### src/hw/rcw_map.svh
/*
 * Offsets, field positions, reset values and timing counts of the
 * reset-cause and watchdog block.
 * Assumes a single 100 MHz clock and an 8-bit special-function register port.
 */
`ifndef RCW_MAP_SVH
`define RCW_MAP_SVH

// register offsets on the special-function register port
`define RCW_ADDR_CAUSE 8'hef
`define RCW_ADDR_WDOG 8'hff

// watchdog control command values
`define RCW_WD_ENABLE 8'ha5
`define RCW_WD_DIS_FIRST 8'hde
`define RCW_WD_DIS_SECOND 8'had
`define RCW_WD_LOCK 8'hff
`define RCW_WD_DIS_WINDOW 3'h4
`define RCW_WD_SEL_RST 3'h7
`define RCW_WD_RUN_RST 1'b1
`define RCW_WD_LOCK_RST 1'b0
`define RCW_WD_WRMODE_BIT 7
`define RCW_WD_RUN_BIT 4
`define RCW_WD_CNT_W 21
`define RCW_WD_BASE_EXP 3

// reset cause register bit positions
`define RCW_BIT_CNV 6
`define RCW_BIT_CMP 5
`define RCW_BIT_SW 4
`define RCW_BIT_WDOG 3
`define RCW_BIT_MCD 2
`define RCW_BIT_POR 1
`define RCW_BIT_PIN 0

// reset values
`define RCW_FLAGS_POR 7'h02
`define RCW_SRC_EN_RST 1'b0
`define RCW_POR_SEL_RST 1'b1
`define RCW_PINS_IDLE 5'h07
`define RCW_RDATA_RST 8'h00

// timing
`define RCW_CLK_MHZ 100
`define RCW_MCD_MIN_US 100
`define RCW_MCD_MAX_US 500
`define RCW_MCD_MIN_CYC (`RCW_MCD_MIN_US * `RCW_CLK_MHZ)
`define RCW_STRETCH_CYC 12
`define RCW_PIN_DRIVE_CYC 16

`endif

### src/hw/rcw_pkg.sv
/*
 * Types shared by the reset-cause and watchdog block.
 * Assumes nothing beyond a SystemVerilog tool.
 */
package rcw_pkg;

    // reset sequencer states, one-hot
    typedef enum logic [2:0] {
        RCW_RUN = 3'h1,
        RCW_HOLD = 3'h2,
        RCW_STRETCH = 3'h4
    } rcw_state_e;

    // reset cause flags, laid out as register bits 6..0
    typedef struct packed {
        logic cnv;
        logic cmp;
        logic sw;
        logic wdog;
        logic mcd;
        logic por;
        logic pin;
    } rcw_flags_s;

    // asynchronous reset-source pins
    typedef struct packed {
        logic supply_low;
        logic supply_monitor_enable_pin;
        logic cmp;
        logic cnv;
        logic pin;
    } rcw_pins_s;

endpackage

### src/hw/rcw_reset_ctrl.sv
/*
 * Reset source capture, reset sequencing and watchdog control.
 * Assumes a 100 MHz clock, an 8-bit register port on the same clock,
 * asynchronous reset-source pins and a system clock activity tick.
 */
`include "rcw_map.svh"

module rcw_reset_ctrl #(
    parameter int MCD_CYCLES = `RCW_MCD_MIN_CYC,
    parameter int STRETCH_CYCLES = `RCW_STRETCH_CYC,
    parameter int PIN_DRIVE_CYCLES = `RCW_PIN_DRIVE_CYC
) (
    // clock and power-on reset
    input wire logic clock,
    input wire logic sys_rst,
    // special-function register port
    input wire logic [7:0] sfr_addr,
    input wire logic sfr_wr_en,
    input wire logic sfr_rd_en,
    input wire logic [7:0] sfr_wdata,
    output logic [7:0] sfr_rdata,
    // asynchronous reset-source pins
    input wire rcw_pkg::rcw_pins_s async_pins,
    // system clock activity
    input wire logic clk_tick,
    // reset outputs
    output logic core_rst,
    output logic rst_pin_o,
    output logic rst_pin_oe
);

    localparam int STW = $clog2(STRETCH_CYCLES + 1);
    localparam int DRW = $clog2(PIN_DRIVE_CYCLES + 1);

    rcw_pkg::rcw_pins_s sync1_ff, pins_ff;
    rcw_pkg::rcw_state_e state_ff;
    rcw_pkg::rcw_flags_s flags_ff, nxt_flags;
    logic [STW-1:0] stretch_cnt_ff;
    logic [DRW-1:0] drive_cnt_ff, nxt_drive_cnt;
    logic pin_drv_ff, cnv_en_ff, cmp_en_ff, mcd_en_ff, por_sel_ff;
    logic wd_run_ff, wd_lock_ff;
    logic [2:0] wd_sel_ff, dis_win_ff;
    logic [7:0] rdata_ff;
    logic in_run, wr_wd, wr_cause, rd_wd, rd_cause;
    logic wd_restart, wd_expire, mcd_timeout;
    logic src_pin, src_sup, src_cmp, src_cnv, src_sw, src_force;
    logic enter_rst, hold_cond;

    // register address match, used by every read and write decode
    function automatic logic sfr_hit(input logic [7:0] addr, input logic [7:0] off);
        return addr == off;
    endfunction

    // two-flop synchronisers for the asynchronous pins
    always_ff @(posedge clock or posedge sys_rst) begin
        if (sys_rst) begin
            sync1_ff <= `RCW_PINS_IDLE;
            pins_ff <= `RCW_PINS_IDLE;
        end else begin
            sync1_ff <= async_pins;
            pins_ff <= sync1_ff;
        end
    end

    // register port decode; writes only land while the core runs
    assign in_run = (state_ff == rcw_pkg::RCW_RUN);
    assign wr_wd = sfr_wr_en && in_run && sfr_hit(sfr_addr, `RCW_ADDR_WDOG);
    assign wr_cause = sfr_wr_en && in_run && sfr_hit(sfr_addr, `RCW_ADDR_CAUSE);
    assign rd_wd = sfr_rd_en && sfr_hit(sfr_addr, `RCW_ADDR_WDOG);
    assign rd_cause = sfr_rd_en && sfr_hit(sfr_addr, `RCW_ADDR_CAUSE);

    assign wd_restart = wr_wd && (sfr_wdata == `RCW_WD_ENABLE);

    // reset sources, all start a reset only while running; pin and monitor levels also hold it
    assign src_pin = !pins_ff.pin;
    // monitor acts only when its enable pin is high
    assign src_sup = pins_ff.supply_monitor_enable_pin && por_sel_ff && pins_ff.supply_low;
    // comparator low level resets when enabled
    assign src_cmp = cmp_en_ff && !pins_ff.cmp;
    // convert-start low level resets when enabled
    assign src_cnv = cnv_en_ff && !pins_ff.cnv;
    assign src_sw = wr_cause && sfr_wdata[`RCW_BIT_SW];
    assign src_force = wr_cause && sfr_wdata[`RCW_BIT_PIN];

    // watchdog expiry is a reset source like the others
    assign enter_rst = in_run && (src_pin || src_sup || src_cmp || src_cnv || mcd_timeout
        || wd_expire || src_sw || src_force);

    // pin and supply-monitor levels and the pin drive keep the core held
    assign hold_cond = src_pin || src_sup || (drive_cnt_ff != '0);

    // pick one cause by priority, all others clear
    always_comb begin
        nxt_flags = '0;
        // power-on flag for forced or monitor reset
        if (src_force || src_sup) begin
            nxt_flags.por = 1'b1;
        end else if (src_pin) begin
            nxt_flags.pin = 1'b1;
        end else if (src_cmp) begin
            nxt_flags.cmp = 1'b1;
        end else if (src_cnv) begin
            nxt_flags.cnv = 1'b1;
        end else if (mcd_timeout) begin
            nxt_flags.mcd = 1'b1;
        end else if (wd_expire) begin
            nxt_flags.wdog = 1'b1;
        end else begin
            nxt_flags.sw = 1'b1;
        end
    end

    // cause flags; power-on leaves only the power flag set
    always_ff @(posedge clock or posedge sys_rst) begin
        if (sys_rst) begin
            flags_ff <= `RCW_FLAGS_POR;
        end else if (enter_rst) begin
            flags_ff <= nxt_flags;
        end
    end

    always_ff @(posedge clock or posedge sys_rst) begin
        if (sys_rst) begin
            state_ff <= rcw_pkg::RCW_STRETCH;
            stretch_cnt_ff <= '0;
        end else begin
            case (state_ff)
                rcw_pkg::RCW_RUN: begin
                    if (enter_rst) begin
                        state_ff <= rcw_pkg::RCW_HOLD;
                    end
                end
                rcw_pkg::RCW_HOLD: begin
                    if (!hold_cond) begin
                        state_ff <= rcw_pkg::RCW_STRETCH;
                        stretch_cnt_ff <= '0;
                    end
                end
                rcw_pkg::RCW_STRETCH: begin
                    if (hold_cond) begin
                        state_ff <= rcw_pkg::RCW_HOLD;
                    end else if (stretch_cnt_ff == STW'(STRETCH_CYCLES - 1)) begin
                        state_ff <= rcw_pkg::RCW_RUN;
                    end else begin
                        stretch_cnt_ff <= stretch_cnt_ff + 1'b1;
                    end
                end
                default: begin
                    state_ff <= rcw_pkg::RCW_HOLD;
                end
            endcase
        end
    end

    // reset pin drive length on a forced power-on reset
    always_comb begin
        nxt_drive_cnt = drive_cnt_ff;
        if (enter_rst && src_force) begin
            nxt_drive_cnt = DRW'(PIN_DRIVE_CYCLES);
        end else if (drive_cnt_ff != '0) begin
            nxt_drive_cnt = drive_cnt_ff - 1'b1;
        end
    end

    // pin driven for a forced reset or while the monitor holds reset
    always_ff @(posedge clock or posedge sys_rst) begin
        if (sys_rst) begin
            drive_cnt_ff <= '0;
            pin_drv_ff <= 1'b0;
        end else begin
            drive_cnt_ff <= nxt_drive_cnt;
            pin_drv_ff <= (nxt_drive_cnt != '0) || src_sup;
        end
    end

    // reset source enables, back to defaults on every reset
    always_ff @(posedge clock or posedge sys_rst) begin
        if (sys_rst) begin
            cnv_en_ff <= `RCW_SRC_EN_RST;
            cmp_en_ff <= `RCW_SRC_EN_RST;
            mcd_en_ff <= `RCW_SRC_EN_RST;
            por_sel_ff <= `RCW_POR_SEL_RST;
        end else if (enter_rst) begin
            cnv_en_ff <= `RCW_SRC_EN_RST;
            cmp_en_ff <= `RCW_SRC_EN_RST;
            mcd_en_ff <= `RCW_SRC_EN_RST;
            por_sel_ff <= `RCW_POR_SEL_RST;
        end else if (wr_cause) begin
            cnv_en_ff <= sfr_wdata[`RCW_BIT_CNV];
            cmp_en_ff <= sfr_wdata[`RCW_BIT_CMP];
            mcd_en_ff <= sfr_wdata[`RCW_BIT_MCD];
            // selection changes only with monitor enabled
            if (pins_ff.supply_monitor_enable_pin) begin
                por_sel_ff <= sfr_wdata[`RCW_BIT_POR];
            end
        end
    end

    // watchdog control, held at defaults through reset
    always_ff @(posedge clock or posedge sys_rst) begin
        if (sys_rst) begin
            wd_run_ff <= `RCW_WD_RUN_RST;
            wd_sel_ff <= `RCW_WD_SEL_RST;
            wd_lock_ff <= `RCW_WD_LOCK_RST;
            dis_win_ff <= '0;
        end else if (!in_run) begin
            // lockout cleared only by a reset
            wd_run_ff <= `RCW_WD_RUN_RST;
            wd_sel_ff <= `RCW_WD_SEL_RST;
            wd_lock_ff <= `RCW_WD_LOCK_RST;
            dis_win_ff <= '0;
        end else begin
            if (wd_restart) begin
                wd_run_ff <= 1'b1;
            end
            // second disable byte inside the window
            if (wr_wd && (sfr_wdata == `RCW_WD_DIS_SECOND) && (dis_win_ff != '0)
                && !wd_lock_ff) begin
                wd_run_ff <= 1'b0;
            end
            if (wr_wd && (sfr_wdata == `RCW_WD_LOCK)) begin
                wd_lock_ff <= 1'b1;
            end
            // interval update only with bit 7 clear
            if (wr_wd && !sfr_wdata[`RCW_WD_WRMODE_BIT]) begin
                wd_sel_ff <= sfr_wdata[2:0];
            end
            // window opened by the first disable byte
            if (wr_wd && (sfr_wdata == `RCW_WD_DIS_FIRST)) begin
                dis_win_ff <= `RCW_WD_DIS_WINDOW;
            end else if (dis_win_ff != '0) begin
                dis_win_ff <= dis_win_ff - 1'b1;
            end
        end
    end

    // watchdog counter, held cleared outside run
    rcw_wdog_counter #(
        .CNT_W(`RCW_WD_CNT_W)
    ) u_wdog (
        .clock(clock),
        .sys_rst(sys_rst),
        .run(wd_run_ff && in_run),
        .restart(wd_restart),
        .sel(wd_sel_ff),
        .expire(wd_expire)
    );

    // missing clock detector, enabled from the cause register
    rcw_mcd #(
        .CYCLES(MCD_CYCLES)
    ) u_mcd (
        .clock(clock),
        .sys_rst(sys_rst),
        .enable(mcd_en_ff && in_run),
        .clk_tick(clk_tick),
        .timeout(mcd_timeout)
    );

    // registered read data; unmapped reads keep the last value
    always_ff @(posedge clock or posedge sys_rst) begin
        if (sys_rst) begin
            rdata_ff <= `RCW_RDATA_RST;
        end else if (rd_cause) begin
            rdata_ff <= {1'b0, flags_ff};
        end else if (rd_wd) begin
            rdata_ff <= {3'h0, wd_run_ff, 1'b0, wd_sel_ff};
        end
    end

    // outputs; the pin is open drain, only ever pulled low
    assign sfr_rdata = rdata_ff;
    assign core_rst = !in_run;
    assign rst_pin_o = 1'b0;
    assign rst_pin_oe = pin_drv_ff;

    a_wd_enable_cmd: assert property (@(posedge clock) disable iff (sys_rst)
        wd_restart |=> wd_run_ff)
        else $error("a5 did not enable watchdog");

    a_wd_disable_pair: assert property (@(posedge clock) disable iff (sys_rst)
        (wr_wd && sfr_wdata == `RCW_WD_DIS_FIRST && !wd_lock_ff) ##1
        (wr_wd && sfr_wdata == `RCW_WD_DIS_SECOND && in_run) |=> !wd_run_ff)
        else $error("disable pair did not stop watchdog");

    a_wd_late_disable: assert property (@(posedge clock) disable iff (sys_rst)
        (wr_wd && sfr_wdata == `RCW_WD_DIS_SECOND && dis_win_ff == 3'h0 && wd_run_ff)
        |=> wd_run_ff)
        else $error("late disable byte stopped watchdog");

    a_wd_lock_norun: assert property (@(posedge clock) disable iff (sys_rst)
        (wr_wd && sfr_wdata == `RCW_WD_LOCK && !wd_run_ff) |=> !wd_run_ff && wd_lock_ff)
        else $error("lock write changed run state");

    a_wd_lock_held: assert property (@(posedge clock) disable iff (sys_rst)
        (wd_lock_ff && in_run && !enter_rst) |=> wd_lock_ff)
        else $error("lockout dropped without reset");

    a_wd_status_read: assert property (@(posedge clock) disable iff (sys_rst)
        rd_wd && !rd_cause |=> sfr_rdata[`RCW_WD_RUN_BIT] == $past(wd_run_ff)
        && sfr_rdata[2:0] == $past(wd_sel_ff))
        else $error("watchdog status read wrong");

    a_wd_sel_guard: assert property (@(posedge clock) disable iff (sys_rst)
        (in_run && !enter_rst && wr_wd && sfr_wdata[`RCW_WD_WRMODE_BIT]) |=> $stable(wd_sel_ff))
        else $error("interval changed by bit7 write");

    a_wd_reset_dflt: assert property (@(posedge clock) disable iff (sys_rst)
        enter_rst |=> core_rst ##1 (wd_sel_ff == `RCW_WD_SEL_RST && wd_run_ff))
        else $error("watchdog defaults not restored");

    a_cause_onehot: assert property (@(posedge clock) disable iff (sys_rst)
        enter_rst |=> $onehot(flags_ff) && !cnv_en_ff && !cmp_en_ff && !mcd_en_ff)
        else $error("cause flags not one-hot after reset");

    a_wd_expire_rst: assert property (@(posedge clock) disable iff (sys_rst)
        (wd_expire && in_run && !src_pin && !src_sup && !src_force && !src_cmp && !src_cnv
        && !mcd_timeout) |=> flags_ff.wdog && core_rst && !rst_pin_oe)
        else $error("watchdog expiry mishandled");

    a_force_drives_pin: assert property (@(posedge clock) disable iff (sys_rst)
        (src_force && in_run) |=> rst_pin_oe && flags_ff.por)
        else $error("forced reset did not drive pin");

    a_mon_sel_guard: assert property (@(posedge clock) disable iff (sys_rst)
        (wr_cause && !pins_ff.supply_monitor_enable_pin && !enter_rst) |=> $stable(por_sel_ff))
        else $error("monitor select changed while disabled");

    a_stretch_hold: assert property (@(posedge clock) disable iff (sys_rst)
        (state_ff == rcw_pkg::RCW_STRETCH && stretch_cnt_ff < STW'(STRETCH_CYCLES - 1))
        |=> core_rst)
        else $error("reset released before stretch end");

endmodule // rcw_reset_ctrl

### src/hw/rcw_wdog_counter.sv
/*
 * 21-bit watchdog counter with a power-of-four interval selector.
 * Assumes run and restart come from logic on the same clock.
 */
`include "rcw_map.svh"

module rcw_wdog_counter #(
    parameter int CNT_W = `RCW_WD_CNT_W
) (
    // clock and reset
    input wire logic clock,
    input wire logic sys_rst,
    // control
    input wire logic run,
    input wire logic restart,
    input wire logic [2:0] sel,
    // timeout pulse
    output logic expire
);

    logic [CNT_W-1:0] cnt_ff;
    logic expire_ff;

    // last count value for an interval of four to the power of three plus sel
    function automatic logic [CNT_W-1:0] last_count(input logic [2:0] s);
        int e;
        e = 2 * (`RCW_WD_BASE_EXP + int'(s));
        return CNT_W'((1 << e) - 1);
    endfunction

    always_ff @(posedge clock or posedge sys_rst) begin
        if (sys_rst) begin
            cnt_ff <= '0;
            expire_ff <= 1'b0;
        end else begin
            expire_ff <= 1'b0;
            if (!run || restart) begin
                cnt_ff <= '0;
            end else if (cnt_ff == last_count(sel)) begin
                cnt_ff <= '0;
                expire_ff <= 1'b1;
            end else begin
                cnt_ff <= cnt_ff + 1'b1;
            end
        end
    end

    assign expire = expire_ff;

    a_wd_interval_len: assert property (@(posedge clock) disable iff (sys_rst)
        expire_ff |-> ($past(cnt_ff) == last_count($past(sel))) && $past(run))
        else $error("watchdog expired at wrong count");

endmodule // rcw_wdog_counter

### src/hw/rcw_mcd.sv
/*
 * Missing clock detector: times the gap between system clock ticks.
 * Assumes clk_tick pulses once per delivered system clock, on this clock.
 */
`include "rcw_map.svh"

module rcw_mcd #(
    parameter int CYCLES = `RCW_MCD_MIN_CYC
) (
    // clock and reset
    input wire logic clock,
    input wire logic sys_rst,
    // control and activity
    input wire logic enable,
    input wire logic clk_tick,
    // timeout pulse
    output logic timeout
);

    localparam int GW = $clog2(CYCLES + 1);

    logic [GW-1:0] gap_ff;
    logic timeout_ff;

    // gap timer, restarted by each tick
    always_ff @(posedge clock or posedge sys_rst) begin
        if (sys_rst) begin
            gap_ff <= '0;
            timeout_ff <= 1'b0;
        end else begin
            timeout_ff <= 1'b0;
            if (!enable || clk_tick) begin
                gap_ff <= '0;
            end else if (gap_ff == GW'(CYCLES - 1)) begin
                gap_ff <= '0;
                timeout_ff <= 1'b1;
            end else begin
                gap_ff <= gap_ff + 1'b1;
            end
        end
    end

    assign timeout = timeout_ff;

    a_mcd_gap_len: assert property (@(posedge clock) disable iff (sys_rst)
        timeout_ff |-> ($past(gap_ff) == GW'(CYCLES - 1)) && $past(enable) && !$past(clk_tick))
        else $error("missing clock timeout at wrong gap");

endmodule // rcw_mcd

### config.mk
export PLATFORM = sky130hd
export DESIGN_NAME = rcw_reset_ctrl
export DESIGN_NICKNAME = d
export VERILOG_FILES = /design/src/hw/rcw_pkg.sv /design/src/hw/rcw_reset_ctrl.sv /design/src/hw/rcw_wdog_counter.sv /design/src/hw/rcw_mcd.sv
export VERILOG_INCLUDE_DIRS = /design/src /design/src/hw
export SDC_FILE = /design/constraint.sdc
export NUM_CORES = 1
export LEC_CHECK = 0
export ABC_AREA = 1
export BUFFER_PORTS_ARGS = -buffer_cell sky130_fd_sc_hd__buf_2
export CAP_MARGIN = 10
export CORE_MARGIN = 1
export CORE_UTILIZATION = 65
export CTS_CLUSTER_DIAMETER = 50
export CTS_CLUSTER_SIZE = 14
export DETAILED_ROUTE_END_ITERATION = 10
export GPL_ROUTABILITY_DRIVEN = 0
export PLACE_DENSITY = 0.86
export SYNTH_ARGS = -nofsm -noshare
export SYNTH_HDL_FRONTEND = slang
export SYNTH_SLANG_ARGS = --single-unit
### constraint.sdc
create_clock -name clock -period 5.15 [get_ports clock]
set_input_delay 1.2875 -clock clock [delete_from_list [all_inputs] [get_ports clock]]
set_output_delay 1.2875 -clock clock [all_outputs]
set_load 0.01 [all_outputs]
==> impl_metrics.prom <==
# TYPE chip_impl_metric gauge
chip_impl_metric{name="synth.yosys.seq_area_share",unit="%"} 47.4
chip_impl_info{name="run_status",value="completed"} 1
chip_impl_info{name="min_to",value="pins_ff[3]$_DFF_PP0_"} 1
chip_impl_metric{name="fmax",unit="MHz"} 392
chip_impl_metric{name="synthArstFlopShare",unit="%"} 100
chip_impl_info{name="cts_tree",value="done"} 1
chip_impl_info{name="cts_root_buffer",value="sky130_fd_sc_hd__clkbuf_8"} 1
chip_impl_metric{name="grt_pass1_wl",unit="mm"} 16.7
chip_impl_metric{name="path_max_fanout",unit=""} 6
chip_impl_metric{name="regToRegSetupSlack",unit="ns"} 3.12
chip_impl_metric{name="setup-violations-final",unit=""} 0
chip_impl_metric{name="insertion_delay",unit="ns"} 0.37
chip_impl_metric{name="cts_buffers",unit=""} 9
chip_impl_info{name="hold_path.startpoint",value="sync1_ff[3]$_DFF_PP0_"} 1
chip_impl_info{name="reg2reg_from",value="u_wdog.cnt_ff[0]$_DFF_PP0_"} 1
chip_impl_metric{name="firstDrtPassIters",unit=""} 5
chip_impl_metric{name="start_util",unit="%"} 67.3
chip_impl_metric{name="synth-warning-count",unit=""} 0
chip_impl_metric{name="cap_viol_max_count",unit=""} 0
chip_impl_metric{name="postSynthCellCount",unit=""} 595
chip_impl_info{name="worst-setup-path-type",value="register to primary output"} 1
chip_impl_metric{name="place_hpwl",unit="mm"} 7.29
chip_impl_metric{name="num-fill-cells",unit=""} 513
chip_impl_metric{name="antenna_found_initial",unit=""} 0
chip_impl_metric{name="relSlewSlack",unit="%"} 49.4
chip_impl_metric{name="area_of_the_die",unit="sq um"} 7380
chip_impl_metric{name="core_area",unit="sq um"} 6790
chip_impl_metric{name="h-tree-depth",unit=""} 3
chip_impl_metric{name="post_synth.cell_area_avg",unit="sq um"} 7.69
chip_impl_metric{name="clk_pin_slew_worst_paths",unit="ns"} 0.08
chip_impl_metric{name="insertedDiodeCount",unit=""} 0
chip_impl_metric{name="number_of_top_level_pins",unit=""} 37
chip_impl_metric{name="iteration_0_drc_markers",unit=""} 261
chip_impl_metric{name="tritoncts_num_sinks",unit=""} 86
chip_impl_info{name="startpoint",value="state_ff[2]$_DFFE_PP1P_"} 1
chip_impl_metric{name="worst_pin_slew",unit="ns"} 0.760
chip_impl_metric{name="final_min_period_over_clock_period",unit="%"} 49.6
chip_impl_metric{name="final_wl",unit="mm"} 9.80
chip_impl_metric{name="std_cell_rows",unit=""} 30
chip_impl_metric{name="post_cts.resized_instances",unit=""} 0
chip_impl_metric{name="detail_route.drc_violations",unit=""} 0
chip_impl_metric{name="final_layout_size_suffix_gt1_share",unit="%"} 12.8
chip_impl_metric{name="fin_tns_setup",unit="ns"} 0
chip_impl_metric{name="cts_hold_buf",unit=""} 0
chip_impl_metric{name="timing.hold.ws",unit="ns"} 0.351
chip_impl_metric{name="syn_to_final_growth",unit="%"} 11.2
chip_impl_metric{name="timing.clock.skew",unit="ns"} 0.0164
chip_impl_metric{name="final_min_period",unit="ns"} 2.55
chip_impl_metric{name="drt-vias-per-instance",unit=""} 5.34
chip_impl_metric{name="syn_area",unit="sq um"} 4570
chip_impl_metric{name="net_count_of_the_finished_layout",unit=""} 669
chip_impl_metric{name="r2r.worst_path.cells",unit=""} 8
chip_impl_metric{name="cts-root-to-sink-buffers",unit=""} 2
chip_impl_metric{name="placement.io_buffers",unit=""} 34
chip_impl_metric{name="critical_path_required",unit="ns"} 3.86
chip_impl_info{name="critical_path.startpoint_type",value="register"} 1
chip_impl_metric{name="yosys_register_bits",unit=""} 86
chip_impl_metric{name="gr-usage-all-layers",unit="%"} 29.6
chip_impl_metric{name="avgRoutedWirePerCell",unit="um"} 13.3
chip_impl_metric{name="globalRoute.totalOverflow",unit=""} 0
chip_impl_metric{name="dr_total_vias",unit=""} 3938
chip_impl_metric{name="slew_viol_final",unit=""} 0
chip_impl_info{name="postSynth.topFlopCell",value="sky130_fd_sc_hd__dfrtp_1"} 1
chip_impl_metric{name="crit_arrival",unit="ns"} 1.26
chip_impl_metric{name="finalHoldViolations",unit=""} 0
chip_impl_metric{name="post_synth_num_cell_types",unit=""} 37
chip_impl_metric{name="power.leakage",unit="nW"} 2.50
chip_impl_metric{name="chip_height",unit="um"} 85.9
chip_impl_metric{name="die_width",unit="um"} 85.9
chip_impl_info{name="worstHoldPathType",value="register to register"} 1
chip_impl_info{name="crit-reg2reg-capture",value="u_wdog.cnt_ff[19]$_DFF_PP0_"} 1
chip_impl_metric{name="vdd_ir_drop_max",unit="V"} 0.000356
chip_impl_metric{name="vias_in_the_first_global_route",unit=""} 3776
chip_impl_metric{name="p_per_area",unit="nW/um^2"} 297
chip_impl_metric{name="post_cts_setup_driven_buffer_insertion_count",unit=""} 0
chip_impl_metric{name="maximum_number_of_pins_on_one_net_before_global_route_repair",unit=""} 47
chip_impl_info{name="rsz0062_at_grt",value="no"} 1
chip_impl_info{name="endpoint_kind",value="primary output"} 1
chip_impl_metric{name="number_of_enable_type_register_cells_in_the_synthesized_netlist",unit=""} 0
chip_impl_metric{name="hold_depth",unit=""} 0
chip_impl_metric{name="drtAntennaViolNets",unit=""} 0
[through the flow]
step                utilization, %  total power [mW]  cells  worst slack, ns  instance area [sq um]
global route                  74.9              1.58    738             2.57                   5090
detailed placement            71.2             0.937    722             2.47                   4840
finish                        74.9              1.51    738             2.60                   5090
global placement              71.2             0.926    722             2.54                   4840
CTS                           74.9              1.52    738             2.59                   5090
floorplan                        -             0.881    596             1.66                   4580
[flip-flops by register name, summed over array words and instances, names as in the netlist, 4 cells and up]
signal,flops
pins_ff,5
drive_cnt_ff,5
u_mcd.gap_ff,14
sfr_rdata,7
flags_ff,7
stretch_cnt_ff,4
sync1_ff,5
u_wdog.cnt_ff,21
[critical path, stage by stage, from the launching register on]
cell	delay [ns]
sky130_fd_sc_hd__dfstp_2	0.55
sky130_fd_sc_hd__nand3b_4	0.20
sky130_fd_sc_hd__buf_2	0.16
[report_power, final]
part | internal [mW] | total [mW] | switching, mW
Combinational | 0.0706 | 0.190 | 0.120
Clock | 0.338 | 0.585 | 0.247
Sequential | 0.713 | 0.737 | 0.0239
[layout by cell type, fill, tap and decap left out, types with 2 or more instances in the layout]
cell                        Yosys  routed
sky130_fd_sc_hd__nor2_2         4       4
sky130_fd_sc_hd__nand4_1       10      10
sky130_fd_sc_hd__nand3_2        2       2
sky130_fd_sc_hd__nor2_1        81      81
sky130_fd_sc_hd__nor2_4         2       2
sky130_fd_sc_hd__nand2_1      157     157
sky130_fd_sc_hd__or2_2          2       2
sky130_fd_sc_hd__dfstp_2       13      13
sky130_fd_sc_hd__nor3_1        31      31
sky130_fd_sc_hd__conb_1         1       2
sky130_fd_sc_hd__a22oi_1        3       3
sky130_fd_sc_hd__nand2_2        3       3
sky130_fd_sc_hd__a22o_1         3       3
sky130_fd_sc_hd__a21oi_1        7       7
sky130_fd_sc_hd__ha_1           6       6
sky130_fd_sc_hd__nor4_1         5       5
sky130_fd_sc_hd__o21ai_0       25      25
sky130_fd_sc_hd__bufinv_16      0       3
sky130_fd_sc_hd__inv_1         88      87
sky130_fd_sc_hd__dfrtp_1       73      73
sky130_fd_sc_hd__buf_2          0      34
sky130_fd_sc_hd__xnor2_1        5       5
sky130_fd_sc_hd__nand3_1       34      34
sky130_fd_sc_hd__clkbuf_8       0      10
sky130_fd_sc_hd__inv_2          2       2
sky130_fd_sc_hd__xor2_1        22      22
[area by class of cell]
| class | instances | area [sq um] | area share [%] |
|---|---|---|---|
| clock buffer | 11 | 141 | 2.78 |
| clock inverter | 5 | 106 | 2.09 |
| inverter | 91 | 343 | 6.74 |
| multi-input combinational | 414 | 2030 | 39.9 |
| sequential | 86 | 2170 | 42.6 |
| tap | 96 | 120 | 2.36 |
| timing repair buffer | 35 | 178 | 3.49 |
[cell usage after synthesis, types with 2 or more instances]
master | instances | share of area (%)
sky130_fd_sc_hd__o21ai_0 | 25 | 2.7
sky130_fd_sc_hd__nor2_2 | 4 | 0.55
sky130_fd_sc_hd__inv_2 | 2 | 0.16
sky130_fd_sc_hd__nor4_1 | 5 | 0.68
sky130_fd_sc_hd__xnor2_1 | 5 | 0.96
sky130_fd_sc_hd__buf_4 | 3 | 0.49
sky130_fd_sc_hd__nor2_1 | 81 | 6.6
sky130_fd_sc_hd__nand3_1 | 34 | 3.7
sky130_fd_sc_hd__nor3_1 | 31 | 3.4
sky130_fd_sc_hd__or2_2 | 2 | 0.27
sky130_fd_sc_hd__a22oi_1 | 3 | 0.49
sky130_fd_sc_hd__nand3_2 | 2 | 0.44
sky130_fd_sc_hd__dfstp_2 | 13 | 7.5
sky130_fd_sc_hd__inv_1 | 88 | 7.2
sky130_fd_sc_hd__nand2_2 | 3 | 0.41
sky130_fd_sc_hd__nand4_1 | 10 | 1.4
sky130_fd_sc_hd__a22o_1 | 3 | 0.57
sky130_fd_sc_hd__nor2_4 | 2 | 0.49
sky130_fd_sc_hd__a21oi_1 | 7 | 0.77
sky130_fd_sc_hd__xor2_1 | 22 | 4.2
sky130_fd_sc_hd__nand2_1 | 157 | 13
sky130_fd_sc_hd__dfrtp_1 | 73 | 40
sky130_fd_sc_hd__ha_1 | 6 | 1.6
[kinds of logic after synthesis]
kind of cell               share of synthesized area, %
and+or+nand+nor                                    32.2
buffers and inverters                              8.29
DFF                                                47.4
AOI/OAI and AO/OA                                  5.17
xor gates and xnor gates                           5.17
adders and majority gates                          1.64
other                                            0.0820
[worst max path at each step]
stage | cells past startpoint | slack, ns | end
4_1_cts | 2 | 2.59 | core_rst
3_5_place_dp | 11 | 2.47 | flags_ff[0]$_DFFE_PP0P_
2_1_floorplan | 1 | 1.66 | cmp_en_ff$_DFFE_PP0P_
3_3_place_gp | 11 | 2.54 | flags_ff[2]$_DFFE_PP0P_
5_1_grt | 2 | 2.57 | core_rst
6_report | 2 | 2.60 | core_rst
[layer usage]
metal,up-vias,track usage (%),wire length (um)
met1,1820,39.6,4390
met4,0,10.9,213
met5,-,0,0
li1,1948,-,-
met3,24,6.16,602
met2,146,48.0,4600
Note: power is estimated with default switching activity, not from simulation.
